`src/fmw_pkg.sv`:
```
// Constants, types and register map of the fault monitor block
//
// Contract
// - Alarm low when current output load stays open longer than 500 us.
// - Alarm low when enabled current output lacks compliance longer than 500 us.
// - Alarm low whenever die temperature exceeds +150 C.
// - Alarm low when enabled watchdog times out.
// - Alarm low when enabled frame check finds a bad frame.
// - In voltage mode, alarm low after 500 us at short-circuit limit.
// - Alarm low when converter reaches its selected high-side voltage limit.
// - Alarm is non-latched by default, released once no condition remains.
// - Open load with converter powering output latches alarm until cleared.
// - Response code 10 shuts converter and amplifier; alarm stays non-latched.
// - Read-only supply-good flag set only when every enabled rail is good.
// - Each alarm sets a sticky status flag, cleared by writing one or reset.
// - Status reset lasts at least 8 us; persisting conditions set again.
// - Mask register aligned with status; set bit keeps condition off alarm.
// - Response priority: over-temperature, then output fault, then frame/watchdog.
// - Response 01 sets converter to 6-bit fault code and keeps it.
// - Watchdog enable bit and 2-bit period field, timed from 8 MHz base.
// - Host writes address 0x10 within each period, else alarm and flag.
// - Watchdog flag clears on reset or when watchdog enable written zero.
// - Ramp enable steps output code; 3-bit step and 4-bit rate fields.
// - With ramping, clear input ramps to zero; new data ramps from present code.
// - Disabling ramp mid-way aborts and holds the last code reached.
package fmw_pkg;

  // ************************************************************
  // Timing
  // ************************************************************
  localparam int CLK_MHZ         = 200;
  localparam int FILTER_US       = 500;
  localparam int FILTER_CYC_DEF  = FILTER_US * CLK_MHZ;
  localparam int STAT_CLR_NS     = 8000;
  localparam int STAT_CLR_CYC    = (STAT_CLR_NS * CLK_MHZ + 999) / 1000;
  localparam int WDOG_OSC_MHZ    = 8;
  localparam int WDOG_OSC_TICKS  = 80000;
  localparam int WDOG_CYC_DEF    = WDOG_OSC_TICKS * (CLK_MHZ / WDOG_OSC_MHZ);
  localparam int RATE_BASE_DEF   = 40;

  // ************************************************************
  // Serial frame and register map
  // ************************************************************
  localparam int       FRAME_BITS     = 24;
  localparam int       FRAME_RW_BIT   = 23;
  localparam logic [6:0] ADDR_SOFT_RST  = 7'h01;
  localparam logic [6:0] ADDR_CH_SEL    = 7'h03;
  localparam logic [6:0] ADDR_CH_OUT    = 7'h04;
  localparam logic [6:0] ADDR_DAC_DATA  = 7'h05;
  localparam logic [6:0] ADDR_STATUS    = 7'h0b;
  localparam logic [6:0] ADDR_MASK      = 7'h0c;
  localparam logic [6:0] ADDR_ACTION    = 7'h0d;
  localparam logic [6:0] ADDR_CODE      = 7'h0e;
  localparam logic [6:0] ADDR_WDOG_KICK = 7'h10;
  localparam logic [15:0] REG_RST       = 16'h0000;

  // ************************************************************
  // Field positions
  // ************************************************************
  localparam int CS_WDOG_PER_LO = 0;
  localparam int CS_WDOG_EN     = 2;
  localparam int CS_CRC_EN      = 3;
  localparam int OUT_STEP_LO    = 0;
  localparam int OUT_RAMP_EN    = 4;
  localparam int OUT_RATE_LO    = 8;
  localparam int OUT_CURRENT_OUTPUT_EN    = 12;
  localparam int OUT_CONV_EN    = 13;
  localparam int ACT_OUTPUT_LO  = 0;
  localparam int ACT_TEMP_LO    = 2;
  localparam int ACT_COMM_LO    = 4;
  localparam int CODE_HS_LIMIT  = 5;
  localparam int CODE_LO        = 8;
  localparam int CODE_PAD       = 10;
  localparam int FAULT_BITS     = 7;

  typedef enum logic [1:0] {
    ACT_NONE      = 2'b00,
    ACT_LOAD_CODE = 2'b01,
    ACT_SHUTDOWN  = 2'b10,
    ACT_ZERO      = 2'b11
  } fmw_action_t;

  typedef enum logic {
    ST_RUN   = 1'b0,
    ST_CLEAR = 1'b1
  } fmw_stat_state_t;

  // Status and mask bit order, open load in bit 0
  typedef struct packed {
    logic hsLimit;
    logic shortCkt;
    logic crc;
    logic wdog;
    logic overTemp;
    logic compliance;
    logic openLoad;
  } fmw_fault_t;

  // Analog comparator pins
  typedef struct packed {
    logic negRailOk;
    logic posRailOk;
    logic hsLimit;
    logic shortCkt;
    logic overTemp;
    logic compliance;
    logic openLoad;
  } fmw_sense_t;

endpackage

```
`src/fmw_fault_monitor.sv`:
```
// Fault supervision, watchdog, serial register port and output code stepper
`timescale 1ns/1ps
module fmw_fault_monitor #(
  parameter int FILTER_CYC    = fmw_pkg::FILTER_CYC_DEF,
  parameter int WDOG_CYC      = fmw_pkg::WDOG_CYC_DEF,
  parameter int RATE_BASE_CYC = fmw_pkg::RATE_BASE_DEF
) (
  // Clock and reset
  input  wire logic               clk,
  input  wire logic               rstn,
  // Serial register port
  input  wire logic               sclk,
  input  wire logic               syncN,
  input  wire logic               sdin,
  output logic                    sdoO,
  output logic                    sdoOe,
  // Sense inputs
  input  wire fmw_pkg::fmw_sense_t sense,
  input  wire logic               posRailEn,
  input  wire logic               negRailEn,
  input  wire logic               crcErrPulse,
  input  wire logic               clearIn,
  // Alarm pin, open drain
  output logic                    alarmO,
  output logic                    alarmOe,
  // Converter control
  output logic [15:0]             dacCode,
  output logic                    convEn,
  output logic                    ioutEn,
  output logic                    hsLimitSel
);
  import fmw_pkg::*;

  // ************************************************************
  // Pin synchronisers
  // ************************************************************
  localparam int NSYNC = FAULT_BITS + 4;
  localparam logic [NSYNC-1:0] SYNC_RST = {1'b0, 1'b0, 1'b1, 1'b1, 7'h00};

  logic [NSYNC-1:0] rawIn;
  logic [NSYNC-1:0] s1_r;
  logic [NSYNC-1:0] s2_r;
  logic [NSYNC-1:0] s3_r;
  logic [NSYNC-1:0] filt_r;

  assign rawIn = {clearIn, sdin, syncN, sclk, sense};

  generate
    for (genvar i = 0; i < NSYNC; i++) begin : gSync
      always_ff @(posedge clk) begin
        if (!rstn) begin
          s1_r[i]   <= SYNC_RST[i];
          s2_r[i]   <= SYNC_RST[i];
          s3_r[i]   <= SYNC_RST[i];
          filt_r[i] <= SYNC_RST[i];
        end else begin
          s1_r[i] <= rawIn[i];
          s2_r[i] <= s1_r[i];
          s3_r[i] <= s2_r[i];
          if (s2_r[i] == s3_r[i]) begin
            filt_r[i] <= s3_r[i];
          end
        end
      end
    end
  endgenerate

  fmw_sense_t senseF;
  logic       sclkF;
  logic       syncF;
  logic       sdinF;
  logic       clrF;

  assign senseF = fmw_sense_t'(filt_r[FAULT_BITS-1:0]);
  assign sclkF  = filt_r[FAULT_BITS];
  assign syncF  = filt_r[FAULT_BITS+1];
  assign sdinF  = filt_r[FAULT_BITS+2];
  assign clrF   = filt_r[FAULT_BITS+3];

  // ************************************************************
  // Serial frame receiver
  // ************************************************************
  logic        sclkP_r;
  logic        syncP_r;
  logic [23:0] shift_r;
  logic [4:0]  bitCnt_r;
  logic        sclkFall;
  logic        sclkRise;
  logic        syncFall;
  logic        syncRise;
  logic        frameOk;
  logic        wrEn;
  logic        rdReq;
  logic [6:0]  addr;
  logic [15:0] wdata;

  assign sclkFall = sclkP_r & ~sclkF;
  assign sclkRise = ~sclkP_r & sclkF;
  assign syncFall = syncP_r & ~syncF;
  assign syncRise = ~syncP_r & syncF;
  assign frameOk  = syncRise && (bitCnt_r == 5'(FRAME_BITS));
  assign wrEn     = frameOk & ~shift_r[FRAME_RW_BIT];
  assign rdReq    = frameOk & shift_r[FRAME_RW_BIT];
  assign addr     = shift_r[22:16];
  assign wdata    = shift_r[15:0];

  always_ff @(posedge clk) begin
    if (!rstn) begin
      sclkP_r <= 1'b1;
      syncP_r <= 1'b1;
    end else begin
      sclkP_r <= sclkF;
      syncP_r <= syncF;
    end
  end

  // Keeps the last 24 bits; short frames are dropped
  always_ff @(posedge clk) begin
    if (!rstn) begin
      shift_r  <= 24'h000000;
      bitCnt_r <= 5'h00;
    end else if (syncFall) begin
      bitCnt_r <= 5'h00;
    end else if (!syncF && sclkFall) begin
      shift_r <= {shift_r[22:0], sdinF};
      if (bitCnt_r != 5'(FRAME_BITS)) begin
        bitCnt_r <= bitCnt_r + 5'h01;
      end
    end
  end

  // ************************************************************
  // Registers
  // ************************************************************
  logic [15:0] chSel_r;
  logic [15:0] chOut_r;
  logic [15:0] dacData_r;
  logic [15:0] mask_r;
  logic [15:0] action_r;
  logic [15:0] code_r;
  logic [6:0]  rdAddr_r;
  logic        softRst;
  logic        dataWr;
  logic        wdogKick;
  logic        chOutWr;
  logic [6:0]  statW1c;

  assign softRst  = wrEn && (addr == ADDR_SOFT_RST);
  assign dataWr   = wrEn && (addr == ADDR_DAC_DATA);
  assign wdogKick = wrEn && (addr == ADDR_WDOG_KICK);
  assign chOutWr  = wrEn && (addr == ADDR_CH_OUT);
  assign statW1c  = (wrEn && (addr == ADDR_STATUS)) ? wdata[FAULT_BITS-1:0] : 7'h00;

  always_ff @(posedge clk) begin
    if (!rstn || softRst) begin
      chSel_r   <= REG_RST;
      chOut_r   <= REG_RST;
      dacData_r <= REG_RST;
      mask_r    <= REG_RST;
      action_r  <= REG_RST;
      code_r    <= REG_RST;
      rdAddr_r  <= 7'h00;
    end else begin
      if (wrEn) begin
        unique case (addr)
          ADDR_CH_SEL:   chSel_r   <= wdata;
          ADDR_CH_OUT:   chOut_r   <= wdata;
          ADDR_DAC_DATA: dacData_r <= wdata;
          ADDR_MASK:     mask_r    <= wdata;
          ADDR_ACTION:   action_r  <= wdata;
          ADDR_CODE:     code_r    <= wdata;
          default:       ;
        endcase
      end
      if (rdReq) begin
        rdAddr_r <= addr;
      end
    end
  end

  logic wdogEn;
  logic crcEn;
  logic rampEn;
  logic ioutMode;
  logic [1:0] wdogSel;
  logic [2:0] stepSel;
  logic [3:0] rateSel;
  fmw_action_t respOut;
  fmw_action_t respTemp;
  fmw_action_t respComm;

  assign wdogEn   = chSel_r[CS_WDOG_EN];
  assign wdogSel  = chSel_r[CS_WDOG_PER_LO +: 2];
  assign crcEn    = chSel_r[CS_CRC_EN];
  assign rampEn   = chOut_r[OUT_RAMP_EN];
  assign stepSel  = chOut_r[OUT_STEP_LO +: 3];
  assign rateSel  = chOut_r[OUT_RATE_LO +: 4];
  assign ioutMode = chOut_r[OUT_CURRENT_OUTPUT_EN];
  assign respOut  = fmw_action_t'(action_r[ACT_OUTPUT_LO +: 2]);
  assign respTemp = fmw_action_t'(action_r[ACT_TEMP_LO +: 2]);
  assign respComm = fmw_action_t'(action_r[ACT_COMM_LO +: 2]);

  // ************************************************************
  // Timed output fault filters
  // ************************************************************
  logic [2:0]  timedRaw;
  logic [2:0]  timedHit;
  logic [31:0] filtCnt_r [3];

  assign timedRaw[0] = senseF.openLoad & ioutMode;
  assign timedRaw[1] = senseF.compliance & ioutMode;
  assign timedRaw[2] = senseF.shortCkt & ~ioutMode;

  generate
    for (genvar k = 0; k < 3; k++) begin : gFilt
      assign timedHit[k] = (filtCnt_r[k] == 32'(FILTER_CYC));
      always_ff @(posedge clk) begin
        if (!rstn || !timedRaw[k]) begin
          filtCnt_r[k] <= 32'h00000000;
        end else if (!timedHit[k]) begin
          filtCnt_r[k] <= filtCnt_r[k] + 32'h00000001;
        end
      end
    end
  endgenerate

  // ************************************************************
  // Watchdog
  // ************************************************************
  logic [31:0] wdogCnt_r;
  logic        wdogExp_r;
  logic [31:0] wdogLimit;

  assign wdogLimit = 32'(WDOG_CYC) << wdogSel;

  always_ff @(posedge clk) begin
    if (!rstn || softRst || !wdogEn || wdogKick) begin
      wdogCnt_r <= 32'h00000000;
      wdogExp_r <= 1'b0;
    end else if (wdogCnt_r >= wdogLimit - 32'h00000001) begin
      wdogExp_r <= 1'b1;
    end else begin
      wdogCnt_r <= wdogCnt_r + 32'h00000001;
    end
  end

  // ************************************************************
  // Status, latch and alarm
  // ************************************************************
  fmw_fault_t      active;
  fmw_fault_t      status_r;
  fmw_stat_state_t stState_r;
  logic [15:0]     stCnt_r;
  logic            olLatch_r;
  logic            pg_r;
  logic            alarmCond;

  assign active.openLoad   = timedHit[0];
  assign active.compliance = timedHit[1];
  assign active.overTemp   = senseF.overTemp;
  assign active.wdog       = wdogExp_r;
  assign active.crc        = crcEn & crcErrPulse;
  assign active.shortCkt   = timedHit[2];
  assign active.hsLimit    = senseF.hsLimit;

  // Status held clear for the reset interval
  always_ff @(posedge clk) begin
    if (!rstn || softRst) begin
      stState_r <= ST_CLEAR;
      stCnt_r   <= 16'h0000;
    end else begin
      unique case (stState_r)
        ST_CLEAR: begin
          if (stCnt_r == 16'(STAT_CLR_CYC - 1)) begin
            stState_r <= ST_RUN;
          end else begin
            stCnt_r <= stCnt_r + 16'h0001;
          end
        end
        ST_RUN: stCnt_r <= 16'h0000;
      endcase
    end
  end

  // Set wins over a same-cycle clear
  always_ff @(posedge clk) begin
    if (!rstn || softRst || stState_r == ST_CLEAR) begin
      status_r <= '0;
    end else begin
      status_r <= (status_r & ~fmw_fault_t'(statW1c)) | active;
      if (!wdogEn && !active.wdog) begin
        status_r.wdog <= 1'b0;
      end
    end
  end

  // Open-load latch while converter powers the output
  always_ff @(posedge clk) begin
    if (!rstn || softRst) begin
      olLatch_r <= 1'b0;
    end else if (timedHit[0] && convEn && respOut != ACT_SHUTDOWN) begin
      olLatch_r <= 1'b1;
    end else if (statW1c[0]) begin
      olLatch_r <= 1'b0;
    end
  end

  assign alarmCond = |(fmw_fault_t'(active | fmw_fault_t'({6'h00, olLatch_r}))
                       & ~fmw_fault_t'(mask_r[FAULT_BITS-1:0]));

  always_ff @(posedge clk) begin
    if (!rstn) begin
      alarmO  <= 1'b0;
      alarmOe <= 1'b0;
      pg_r    <= 1'b0;
    end else begin
      alarmO  <= 1'b0;
      alarmOe <= alarmCond;
      pg_r    <= (senseF.posRailOk | ~posRailEn) & (senseF.negRailOk | ~negRailEn);
    end
  end

  // ************************************************************
  // Automatic response selection
  // ************************************************************
  fmw_action_t actSel;
  logic        outFault;
  logic        kill_r;

  assign outFault = |timedHit;

  always_comb begin
    actSel = ACT_NONE;
    if (active.overTemp && respTemp != ACT_NONE) begin
      actSel = respTemp;
    end else if (outFault && respOut != ACT_NONE) begin
      actSel = respOut;
    end else if ((active.wdog || active.crc) && respComm != ACT_NONE) begin
      actSel = respComm;
    end
  end

  always_ff @(posedge clk) begin
    if (!rstn || softRst || chOutWr) begin
      kill_r <= 1'b0;
    end else if (actSel == ACT_SHUTDOWN) begin
      kill_r <= 1'b1;
    end
  end

  always_ff @(posedge clk) begin
    if (!rstn) begin
      convEn     <= 1'b0;
      ioutEn     <= 1'b0;
      hsLimitSel <= 1'b0;
    end else begin
      convEn     <= chOut_r[OUT_CONV_EN] & ~kill_r;
      ioutEn     <= chOut_r[OUT_CURRENT_OUTPUT_EN] & ~kill_r;
      hsLimitSel <= code_r[CODE_HS_LIMIT];
    end
  end

  // ************************************************************
  // Output code stepper
  // ************************************************************
  logic [31:0] rateCnt_r;
  logic [31:0] ratePeriod;
  logic        tick;
  logic        hold_r;
  logic [15:0] target;
  logic [15:0] stepSz;
  logic [15:0] faultCode;

  assign ratePeriod = 32'(RATE_BASE_CYC) << rateSel;
  assign tick       = rampEn && (rateCnt_r >= ratePeriod - 32'h00000001);
  assign target     = clrF ? 16'h0000 : dacData_r;
  assign stepSz     = 16'h0001 << stepSel;
  assign faultCode  = {code_r[CODE_LO +: 6], CODE_PAD'(0)};

  always_ff @(posedge clk) begin
    if (!rstn || !rampEn || tick) begin
      rateCnt_r <= 32'h00000000;
    end else begin
      rateCnt_r <= rateCnt_r + 32'h00000001;
    end
  end

  always_ff @(posedge clk) begin
    if (!rstn || softRst) begin
      dacCode <= 16'h0000;
      hold_r  <= 1'b0;
    end else if (actSel == ACT_LOAD_CODE) begin
      dacCode <= faultCode;
      hold_r  <= 1'b1;
    end else if (actSel == ACT_ZERO) begin
      dacCode <= 16'h0000;
      hold_r  <= 1'b1;
    end else if (dataWr) begin
      hold_r <= 1'b0;
      if (!rampEn) begin
        dacCode <= wdata;
      end
    end else if (!hold_r) begin
      if (!rampEn) begin
        if (clrF) begin
          dacCode <= 16'h0000;
        end
      end else if (tick) begin
        if (dacCode < target) begin
          dacCode <= (target - dacCode > stepSz) ? dacCode + stepSz : target;
        end else if (dacCode > target) begin
          dacCode <= (dacCode - target > stepSz) ? dacCode - stepSz : target;
        end
      end
    end
  end

  // ************************************************************
  // Readback
  // ************************************************************
  logic [15:0] rdData;
  logic [23:0] sdoSh_r;

  always_comb begin
    rdData = 16'h0000;
    unique case (rdAddr_r)
      ADDR_CH_SEL:   rdData = chSel_r;
      ADDR_CH_OUT:   rdData = chOut_r;
      ADDR_DAC_DATA: rdData = dacData_r;
      ADDR_STATUS:   rdData = {8'h00, pg_r, status_r};
      ADDR_MASK:     rdData = mask_r;
      ADDR_ACTION:   rdData = action_r;
      ADDR_CODE:     rdData = code_r;
      default:       rdData = 16'h0000;
    endcase
  end

  // Data leaves MSB first, moved on rising serial clock
  always_ff @(posedge clk) begin
    if (!rstn) begin
      sdoSh_r <= 24'h000000;
      sdoO    <= 1'b0;
      sdoOe   <= 1'b0;
    end else if (syncFall) begin
      sdoO    <= 1'b0;
      sdoSh_r <= {rdAddr_r, rdData, 1'b0};
      sdoOe   <= 1'b1;
    end else if (syncRise) begin
      sdoOe <= 1'b0;
    end else if (!syncF && sclkRise) begin
      sdoO    <= sdoSh_r[23];
      sdoSh_r <= {sdoSh_r[22:0], 1'b0};
    end
  end

endmodule

```
`config.mk`:
```
export PLATFORM = sky130hd
export DESIGN_NAME = fmw_fault_monitor
export DESIGN_NICKNAME = d
export VERILOG_FILES = /design/src/fmw_pkg.sv /design/src/fmw_fault_monitor.sv
export SDC_FILE = /design/constraint.sdc
export NUM_CORES = 1
export LEC_CHECK = 0
export ABC_AREA = 1
export BUFFER_PORTS_ARGS = -buffer_cell sky130_fd_sc_hd__buf_2
export CAP_MARGIN = 10
export CORE_MARGIN = 2
export CORE_UTILIZATION = 29
export CTS_CLUSTER_DIAMETER = 60
export CTS_CLUSTER_SIZE = 14
export DETAILED_ROUTE_END_ITERATION = 10
export PLACE_DENSITY = 0.48
export SLEW_MARGIN = 40
export SYNTH_ARGS = -nofsm -noshare
export SYNTH_HDL_FRONTEND = slang
export SYNTH_SLANG_ARGS = --single-unit
```
`constraint.sdc`:
```
create_clock -name clk -period 5.4 [get_ports clk]
set_input_delay 1.08 -clock clk [delete_from_list [all_inputs] [get_ports clk]]
set_output_delay 1.08 -clock clk [all_outputs]
set_load 0.01 [all_outputs]
```
After elaboration in Yosys (flattened, before gate mapping)
Memory sizes are Yosys's and may differ from the RTL's. Index checks and enable logic that the tools add are counted.

Register bits: 316. Bits in writable memories: 96. Input bits: 16. Output and inout port bits: 23. Word-level logic and storage cells: 297. Memories kept: 1.

Memory list: filtCnt_r (words 3, width 32, read ports 3, clocked after Yosys merged registers in 0, wr ports 3, RTL line fmw_fault_monitor.sv:208) `logic [31:0] filtCnt_r [3];`.

Add/sub/neg operators: 13. Order comparisons: 6. Equality and inequality tests: 47. Shift-type cells: 3. Multiplexer cells: 50. Bitwise gates (word level): 37. Reduce and logical (&&, ||, !) cells: 60.

Operator list (number): 16-bit 2-to-1 mux (14); 32-bit by 1-bit adder with 32-bit output (second input constant) (5); 16-bit one-hot mux with 7 select lines (1); 32-bit by 17-bit == test with 1-bit output (second input constant) (3); 32-bit 2-to-1 mux (3); 24-bit 2-to-1 mux (3); 32-bit greater-or-equal comparator (2); 32-bit by 1-bit subtractor with 32-bit output (second input constant) (2); 7-bit by 4-bit == test with 1-bit output (second input constant) (8); 16-bit greater-than comparator (3); 16-bit subtractor (3); 16-bit one-hot mux with 2 select lines (1); 21-bit by 2-bit left shift with 32-bit output (first input constant) (1); 6-bit by 4-bit left shift with 32-bit output (first input constant) (1); 7-bit by 3-bit == test with 1-bit output (second input constant) (4); 1-bit 2-to-1 mux (24); 2-bit AND reduction (10); 16-bit by 1-bit adder with 16-bit output (second input constant) (1); 16-bit adder (1); 16-bit by 11-bit == test with 1-bit output (second input constant) (1); 16-bit < comparator (1); 1-bit by 3-bit left shift with 16-bit output (first input constant) (1); 1-bit logical AND (15); 7-bit bitwise AND (2); 32 further kinds (106).

Longest topological paths before layout
Gate-level depths: netlist of the first run.

Word-level depth: 12. Mapped depth: 31. Mapped depth without buffers: 29.

Worst setup path before layout of the first run
No wires, ideal clock.

Path kind: register to register. Start point: register filt_r[10], in the netlist clrF. End point: register dacCode[0]. Arrival time: 3.431 ns. Data required time: 5.291 ns. Setup slack: 1.860 ns. Cell stages (with the launch flop): 30. Path buffers: 4. Cells stage by stage: dfxtp_1 > clkbuf_1 > clkbuf_1 > nor2_1 > ha_1 > buf_2 > nand2_1 > inv_2 > nand2_1 > inv_1 > nand2_1 > nand2_1 > xor2_1 > ha_1 > nand2_1 > nor2_1 > nand4_1 > nand2_1 > nand2_1 > inv_1 > nand2_1 > nor2_8 > nand2_4 > buf_6 > a21oi_2 > o21ai_1 > nand3_1 > nand3_1 > nand2_1 > inv_1.

Word-level cells in the longest chain between the ends: 10.

RTL lines: start: declaration (RTL line fmw_fault_monitor.sv:44) `logic [NSYNC-1:0] filt_r;`; start signal: indexed assignment (RTL line fmw_fault_monitor.sv:55) `filt_r[i] <= SYNC_RST[i];`; start signal: indexed assignment (RTL line fmw_fault_monitor.sv:61) `filt_r[i] <= s3_r[i];`; 16-bit 2-to-1 mux (RTL line fmw_fault_monitor.sv:376) `assign target = clrF ? 16'h0000 : dacData_r;`; 16-bit subtractor (RTL line fmw_fault_monitor.sv:412) `dacCode <= (dacCode - target > stepSz) ? dacCode - stepSz : target;`; 16-bit greater-than comparator (RTL line fmw_fault_monitor.sv:412); 16-bit 2-to-1 mux (RTL line fmw_fault_monitor.sv:412); 16-bit 2-to-1 mux (RTL line fmw_fault_monitor.sv:411) `end else if (dacCode > target) begin`; 16-bit 2-to-1 mux (RTL line fmw_fault_monitor.sv:409) `if (dacCode < target) begin`; 16-bit 2-to-1 mux (RTL line fmw_fault_monitor.sv:408) `end else if (tick) begin`; 16-bit 2-to-1 mux (RTL line fmw_fault_monitor.sv:404) `if (!rampEn) begin`; 16-bit 2-to-1 mux (RTL line fmw_fault_monitor.sv:403) `end else if (!hold_r) begin`; 16-bit 2-to-1 mux (RTL line fmw_fault_monitor.sv:398) `end else if (dataWr) begin`; end signal: assignment (RTL line fmw_fault_monitor.sv:401) `dacCode <= wdata;`; end signal: assignment (RTL line fmw_fault_monitor.sv:410) `dacCode <= (target - dacCode > stepSz) ? dacCode + stepSz : target;`; end signal: assignment (RTL line fmw_fault_monitor.sv:412); end: declaration (RTL line fmw_fault_monitor.sv:27) `output logic [15:0] dacCode,`.

Parallel ways exist; a longest one is shown, timed or not. The select of a mux whose other input is x is not followed. A chain may end at the register's enable or synchronous reset.

Worst setup path in the final report of the first run
Ends and elaborated chain as after synthesis.

==> impl_metrics.tcl, run 1 <==
set metrics [dict create \
    synth_area_um2 25040 \
    insertion_delay_ps 630 \
    drt_iter0_markers 1550 \
    boundaryPins 39 \
    min_path_cells 2 \
    hold_viol_final 0 \
    cp.required_ps 5900 \
    grt_pass1_vias 21770 \
    overflow 0 \
    hpwl_mm 54.50 \
    gr-usage-all-layers_pct 16.31 \
    reg2reg_slack_ps 1070 \
    drtAntennaViolNets 0 \
    cts_buffers 49 \
    crit_slowest_cell "dfxtp_1" \
    vdd_drop_max_uv 255.0 \
    internal-power_mw 5.092 \
    antenna_found_initial 1 \
    seq_area_frac_synth_pct 36.78 \
    worstSetupEndpointType "flip-flop" \
    cts.root.buffer_cell "clkbuf_16" \
    viasPerCell 4.804 \
    dpl_cell_area_um2 26470 \
    min_from "s1_r[5]$_SDFF_PN0_" \
    cp.depth 24 \
    slew_headroom_pct 45.28 \
    postCtsSetupBuffers 0 \
    wl_mm 73.40 \
    setup_slack_ps 1074 \
    vias 22730 \
    finalCriticalPeriod_ps 4326 \
    hold_buffers 0 \
    post-route-util_pct 32.93 \
    arrival_ps 4820 \
    wl_per_cell_um 15.51 \
    clk_path_buf_depth 3 \
    rows 107 \
    yosys_warnings 0 \
    holdPathEnd "s2_r[5]$_SDFF_PN0_" \
    skew_ps 42.64 \
    cts.sinks 412 \
    syn_inst 3526 \
    diodes 0 \
    place.gp.congestion 0.9322 \
    die_y_um 297.8 \
    pwr-share-clk_pct 49.7 \
    r2r_start "clrF$_SDFFE_PN0N_" \
    reg2reg_to "dacCode[0]$_SDFFE_PP0P_" \
    startpoint_type "flip-flop" \
    slowest_delay_ps 820 \
    fin_crit_sh_pct 80.12 \
    tns_ps 0 \
    power_frac_comb_pct 4.0 \
    start_util_pct 29.31 \
    port_buffers 37 \
    clock.fmax_ghz 0.2311 \
    rsz0062_at_grt "false" \
    setup_viol 0 \
    dr.pass1.iters 6 \
    seqPwrFrac_pct 46.3 \
    hold_class "flip-flop to flip-flop" \
    area_growth_pct 12.33 \
    dp_worst_setup_slack_ps 1135 \
    swShare_pct 25.31 \
    worst_pin_slew_ps 818.9 \
    core_um2 85410 \
    path_delay_family "simple AND/OR/NAND/NOR gates" \
    final_nets 3709 \
    clkTransAtPathRegs_ps 60 \
    path_class "flip-flop to flip-flop" \
    crit_top_cell "nand2_1" \
    power_mw 6.817 \
    reg2reg_depth 24 \
    die_w_um 297.8 \
    htreeDepth 2 \
    ys_ff_latch 412 \
    cp_num_buf_inv 4 \
    remaining_drc_errors 0 \
    grt_start_max_net_pins 54 \
    cts_tree "done" \
    stdcell_area_um2 28120 \
    avgSynthCellArea_um2 7.101 \
    drv_cap 0 \
    drive_above_1_share_pct 7.137 \
    grt_pass1_wl_mm 118.7 \
    cts_resized 0 \
    path_max_fanout 21 \
    power_density_nw_per_um2 242.4 \
    leakage_nw 11.04 \
    slew_violations 0 \
    status "completed" \
    yosys.cell_types.count 62 \
    power.switching_mw 1.725 \
    cp_cell_sequence "nor2_1 > inv_1 > ha_1 > inv_1 > fa_1 > nand3_1 > nand3_1 > xor2_1 > ha_1 > nand2_1 > nor2_1 > nand4_1 > nand2_1 > nand2_1 > inv_1 > nand2_1 > nor2_4 > nand2_4 > a21oi_1 > o21ai_1 > nand3_1 > nand3_1 > nand2_1 > inv_1" \
    die_area_um2 88700 \
]
registers in the layout (all words and copies together) (netlist names), 5 cells and up:
name and cells:
code_r 16, dacCode 16, sdoSh_r 23, s3_r 11, mask_r 16, chOut_r 16, stCnt_r 16, shift_r 24
chSel_r 16, bitCnt_r 5, action_r 16, status_r 7, dacData_r 16, filtCnt_r 96, rateCnt_r 32, s2_r 11
wdogCnt_r 32, filt_r 5, rdAddr_r 7, s1_r 11
stage by stage:
stage | cells | hold WS, ps
final | 4731 | 411.4
after detailed placement | 4643 | 397.6
after global routing | 4731 | 422.4
after CTS | 4731 | 413.0
after floorplan | 3545 | 390.5
after global placement | 4643 | 393.0
synth_stat cells, drive strengths merged:
cell	n	area share, %
and2	2	0.050
clkbuf	81	1.2
xor2	66	2.3
clkinv	6	0.090
and3	7	0.17
o211ai	14	0.44
or2	12	0.30
a31oi	13	0.32
ha	139	6.9
o21bai	7	0.21
a21o	2	0.060
nand2	768	12
dfxtp	316	25
a21boi	1	0.030
nor3b	16	0.50
inv	508	7.6
nand4	83	2.1
nand3	203	4.2
o221ai	4	0.14
xnor2	13	0.45
nand3b	4	0.13
o221a	2	0.090
nor4	43	1.3
edfxtp	96	12
nor2	342	5.6
o21a	15	0.45
and3b	1	0.035
buf	29	0.76
o21ai	190	3.8
o2111ai	7	0.24
a21oi	328	6.6
o311ai	1	0.035
conb	2	0.030
o22ai	13	0.32
a31o	1	0.035
a221o	2	0.080
a221oi	15	0.55
nor3	129	2.8
fa	4	0.32
a211oi	37	1.1
o31ai	4	0.12
logic make-up after synthesis:
group                    after synthesis  share of synthesized area (%)
AO/OA/AOI/OAI                        656                          14.66
XOR/XNOR                              79                          2.764
adder cells (fa/ha/maj)              143                          7.266
buffers and inverters                624                          9.685
flip-flops                           412                          36.78
other                                  2                        0.03000
AND/OR/NAND/NOR                     1610                          28.82
worst max path at each step:
stage	startpoint	to	slack, ps
finish	clrF$_SDFFE_PN0N_	dacCode[0]$_SDFFE_PP0P_	1070
global route	clrF$_SDFFE_PN0N_	dacCode[6]$_SDFFE_PP0P_	650
CTS	clrF$_SDFFE_PN0N_	dacCode[8]$_SDFFE_PP0P_	1100
detailed placement	clrF$_SDFFE_PN0N_	dacCode[0]$_SDFFE_PP0P_	1140
global placement	clrF$_SDFFE_PN0N_	dacCode[0]$_SDFFE_PP0P_	1140
floorplan	clrF$_SDFFE_PN0N_	dacCode[0]$_SDFFE_PP0P_	1860
cell type report:
type | instances | area [µm²]
Clock buffer | 58 | 1323
Clock inverter | 30 | 322.8
Fill cell | 9424 | 57290
Inverter | 514 | 1929
Multi-Input combinational cell | 2509 | 13520
Sequential cell | 412 | 9209
Tap cell | 1144 | 1431
Timing Repair Buffer | 64 | 390.4
cells in the final DEF, fill, tap and decap left out, types with 66 or more instances in the layout:
master	synthesis	routed
nor3_1	119	119
inv_1	487	486
xor2_1	66	66
nor2_1	316	315
nand2_1	756	754
a21oi_1	325	325
nand3_1	198	197
nand4_1	83	83
dfxtp_1	316	316
edfxtp_1	96	96
o21ai_0	175	175
ha_1	139	139
power by group through the flow:
stage	combinational (mW)	clock [mW]	sequential (mW)
after floorplan	0.211	0	3.22
after global placement	0.269	0	3.23
after detailed placement	0.268	0	3.23
after CTS	0.270	3.50	3.16
after global routing	0.303	3.62	3.16
final	0.271	3.39	3.16
worst reg2reg max path: cells and delay by family, from the launching register on:
| family | cells | cell delay (ps) |
|---|---|---|
| compound gates | 2 | 260 |
| simple gates | 14 | 1730 |
| fa+ha+maj | 3 | 890 |
| flops | 1 | 820 |
| xor+xnor | 1 | 200 |
| buf+inv | 4 | 310 |
metal layers:
| layer | vias up | global-route usage, % | wire length (µm) | part of all wire [%] |
|---|---|---|---|---|
| met1 | 10480 | 22.36 | 35730 | 49 |
| met2 | 394 | 26.71 | 32960 | 45 |
| li1 | 11750 | - | - | - |
| met4 | 0 | 5.085 | 2086 | 2.8 |
| met5 | - | 0 | 0 | 0 |
| met3 | 104 | 1.925 | 2628 | 3.6 |
Power figures use the tool's default switching activity.
==> inputs of run 2 (changes only) <==
--- a/config.mk
+++ b/config.mk
@@ -5,7 +5,7 @@
 export SDC_FILE = /design/constraint.sdc
 export NUM_CORES = 1
 export LEC_CHECK = 0
-export ABC_AREA = 1
+export ABC_AREA = 0
 export BUFFER_PORTS_ARGS = -buffer_cell sky130_fd_sc_hd__buf_2
 export CAP_MARGIN = 10
 export CORE_MARGIN = 2
@@ -13,7 +13,7 @@
 export CTS_CLUSTER_DIAMETER = 60
 export CTS_CLUSTER_SIZE = 14
 export DETAILED_ROUTE_END_ITERATION = 10
-export PLACE_DENSITY = 0.48
+export PLACE_DENSITY = 0.49
 export SLEW_MARGIN = 40
 export SYNTH_ARGS = -nofsm -noshare
 export SYNTH_HDL_FRONTEND = slang
==> constraint.sdc (replaced) <==
create_clock -name clk -period 3.8 [get_ports clk]
set_input_delay 0.76 -clock clk [delete_from_list [all_inputs] [get_ports clk]]
set_output_delay 0.76 -clock clk [all_outputs]
set_load 0.01 [all_outputs]
==> run 2 against run 1 <==
  * Final area fell by 0.81%
  * Wire length down 9.7%
  * Combinational power is 60% higher
  * Register-to-register slack worse by 1100 ps
  * Sequential power up 42%
  * Clock power up 30%
  * Global-route usage down 0.47 points
  * Largest power group is now registers
  * Highest routed layer unchanged
==> impl_metrics.tcl, run 2 <==
set metrics [dict create \
    drv_cap 0 \
    pwr-share-clk_pct 47.3 \
    synth_area_um2 23260 \
    power.switching_mw 2.211 \
    power_mw 9.342 \
    internal-power_mw 7.131 \
    synth_compound_area_share_pct 15.75 \
    top_register "filtCnt_r" \
    grt_start_max_net_pins 76 \
    worst_pin_slew_ps 871.5 \
    seqPwrFrac_pct 48.0 \
    top_layer "met4" \
    reg2reg_depth 21 \
    hold_class "input port to flip-flop" \
    holdPathEnd "s1_r[7]$_SDFF_PN1_" \
    overflow 0 \
    grt_pass1_wl_mm 106.8 \
    slew_violations 0 \
    die_w_um 287.2 \
    tns_ps 0 \
    critPathLaunch "clrF$_SDFFE_PN0N_" \
    seqCellArea_um2 9214 \
    slew_headroom_pct 41.74 \
    synth.largest_area_cell "dfxtp_1" \
    r2r_start "clrF$_SDFFE_PN0N_" \
    gr-usage-all-layers_pct 15.84 \
    ys.flop_type "dfxtp_1" \
    drt_iter0_markers 1320 \
    remaining_drc_errors 0 \
    die_area_um2 82490 \
    yosys-top-cells-area "dfxtp_1, edfxtp_1, ha_1, nand2_1, nor2_1" \
    cts.root.buffer_cell "clkbuf_16" \
    stdcell_area_um2 27900 \
    path_class "flip-flop to flip-flop" \
    status "completed" \
    antenna_found_initial 0 \
    yosys-top-cells-count "nand2_1, dfxtp_1, nor2_1" \
    dr.pass1.iters 5 \
    boundaryPins 39 \
    ys_ff_latch 412 \
    path_max_fanout 7 \
    yosys.cell_types.count 94 \
    largest_register_ffs 96 \
    fillCellCount 8155 \
    drtAntennaViolNets 0 \
    htreeDepth 2 \
    start_util_pct 29.35 \
    skew_ps 27.25 \
    core_um2 79260 \
    clkTransAtPathRegs_ps 60 \
    cts.sinks 412 \
    cts_tree "done" \
    diodes 0 \
    met3_length_mm 3.392 \
    grt_pass1_vias 19840 \
    clock.fmax_ghz 0.2634 \
    seq_area_frac_synth_pct 39.59 \
    synthSimpleGateAreaFrac_pct 23.24 \
    hpwl_mm 48.15 \
    hold_buffers 0 \
    post-synth-top-area-fraction_pct 27.20 \
    yosys_warnings 0 \
    min_path_cells 2 \
    power_frac_comb_pct 4.6 \
    min_from "sclk" \
    reg2reg_to "dacCode[8]$_SDFFE_PP0P_" \
    synth_top_family_by_area "simple AND/OR/NAND/NOR gates" \
    clk_path_buf_depth 3 \
    place.gp.congestion 0.8800 \
    multi_input_area_um2 13550 \
    power_density_nw_per_um2 334.9 \
    finalCriticalPeriod_ps 3797 \
    leakage_nw 10.55 \
    dpl_cell_area_um2 25900 \
    cp.required_ps 4250 \
    hold_viol_final 0 \
    synth_mux_area_share_pct 2.426 \
    rows 103 \
    synthXorXnorAreaFrac_pct 6.815 \
    syn_inst 2737 \
    cts_buffers 45 \
    top_regs "filtCnt_r: 96 flops, rateCnt_r: 32 flops, wdogCnt_r: 32 flops" \
    drive_above_1_share_pct 14.96 \
    startpoint_type "flip-flop" \
    wl_per_cell_um 16.60 \
    vias 20160 \
    swShare_pct 23.67 \
    area_growth_pct 19.93 \
    final_common_cell "nand2_1" \
    rsz0062_at_grt "true" \
    fin_crit_sh_pct 99.91 \
    synth_fa_ha_area_share_pct 7.821 \
    most-common-layout-cells "nand2_1, dfxtp_1, nor2_1" \
    die_y_um 287.2 \
    setup_viol 0 \
    avgSynthCellArea_um2 8.499 \
    m1WireLength_mm 30.73 \
    reg2reg_slack_ps 3 \
    port_buffers 37 \
    arrival_ps 4240 \
    vdd_drop_max_uv 317.3 \
    insertion_delay_ps 590 \
    wl_mm 66.28 \
    worstSetupEndpointType "flip-flop" \
    async_reset_ff_share_pct 0 \
    synth_edf_count 96 \
    wl_met2_mm 30.49 \
    viasPerCell 5.049 \
    final_nets 3070 \
    synth.most_common_cell "nand2_1" \
]
run 2: cell types whose count changed after synthesis, sizes merged, moves of 87 or more:
| cell | previous run | this run |
|---|---|---|
| o21ai | 190 | 83 |
| a21oi | 328 | 198 |
| inv | 508 | 105 |
| nand2 | 768 | 412 |
| nand3 | 203 | 86 |
| nor3 | 129 | 42 |
run 2: worst max path at each step:
| stage | to | slack [ps] | cells past startpoint |
|---|---|---|---|
| final | dacCode[8]$_SDFFE_PP0P_ | 3 | 21 |
| after global routing | dacCode[8]$_SDFFE_PP0P_ | -240 | 20 |
| after CTS | dacCode[5]$_SDFFE_PP0P_ | -90 | 21 |
| after detailed placement | dacCode[6]$_SDFFE_PP0P_ | -420 | 19 |
| after global placement | dacCode[2]$_SDFFE_PP0P_ | -350 | 18 |
| after floorplan | dacCode[9]$_SDFFE_PP0P_ | 10 | 21 |
run 2: layout make-up:
class,count,area share (%)
clock buffers,57,4.615
clock inverters,21,0.6503
inverters,105,1.431
multi-input cells,2090,48.56
flip-flops and latches,412,33.03
well taps,1050,4.709
repair buffers,257,7.010
run 2: kinds of logic (layout without fill, tap and decap cells):
logic type,Yosys count,count (layout)
DFF,412,412
other,2,21
AOI/OAI and AO/OA,555,555
muxes,53,53
adders and majority gates,143,143
and+or+nand+nor,1137,1137
buffers and inverters,254,440
xor gates and xnor gates,181,181
run 2: repair_timing:
item	CTS	global route
resized for setup	44	38
gates cloned	0	1
setup buffers	9	10
endpoints found under the hold margin	0	0
setup endpoints to repair	16	17
pin swaps	29	31
run 2: worst max-delay path: stages (launching register included):
cell	delay, ps
dfxtp_4	390
nand2b_4	170
ha_4	130
inv_2	30
fa_2	360
a21oi_4	180
buf_4	120
o21bai_1	70
xor2_1	150
ha_1	280
nand4_1	140
a31oi_2	60
a211oi_2	240
o22ai_2	110
a211oi_2	230
nand4_4	220
mux2i_4	280
buf_6	190
buf_6	100
a21oi_2	40
o21ai_1	90
a31oi_1	100
run 2: per-layer routing:
metal / up-vias / GRT usage [%]
met1: 9616 / 21.25
li1: 9966 / -
met4: 0 / 4.648
met2: 460 / 26.31
met5: - / 0
met3: 113 / 2.286
run 2: through the flow:
stage	utilization (%)	worst slack, ps	hold slack, ps	std cells
after floorplan	-	14.21	386.3	2756
final	35.20	3.397	352.1	3992
after global routing	35.20	-235.7	352.0	3992
after detailed placement	32.68	-421.3	410.9	3895
after global placement	32.67	-352.3	397.2	3894
after CTS	34.86	-92.74	319.9	3982
run 2: power by group through the flow:
| stage | Combinational, mW | Clock [mW] | Sequential, mW |
|---|---|---|---|
| finish | 0.433 | 4.42 | 4.49 |
| global placement | 0.345 | 0 | 4.58 |
| CTS | 0.391 | 4.57 | 4.49 |
| global route | 0.467 | 4.71 | 4.49 |
| detailed placement | 0.349 | 0 | 4.58 |
| floorplan | 0.201 | 0 | 4.58 |
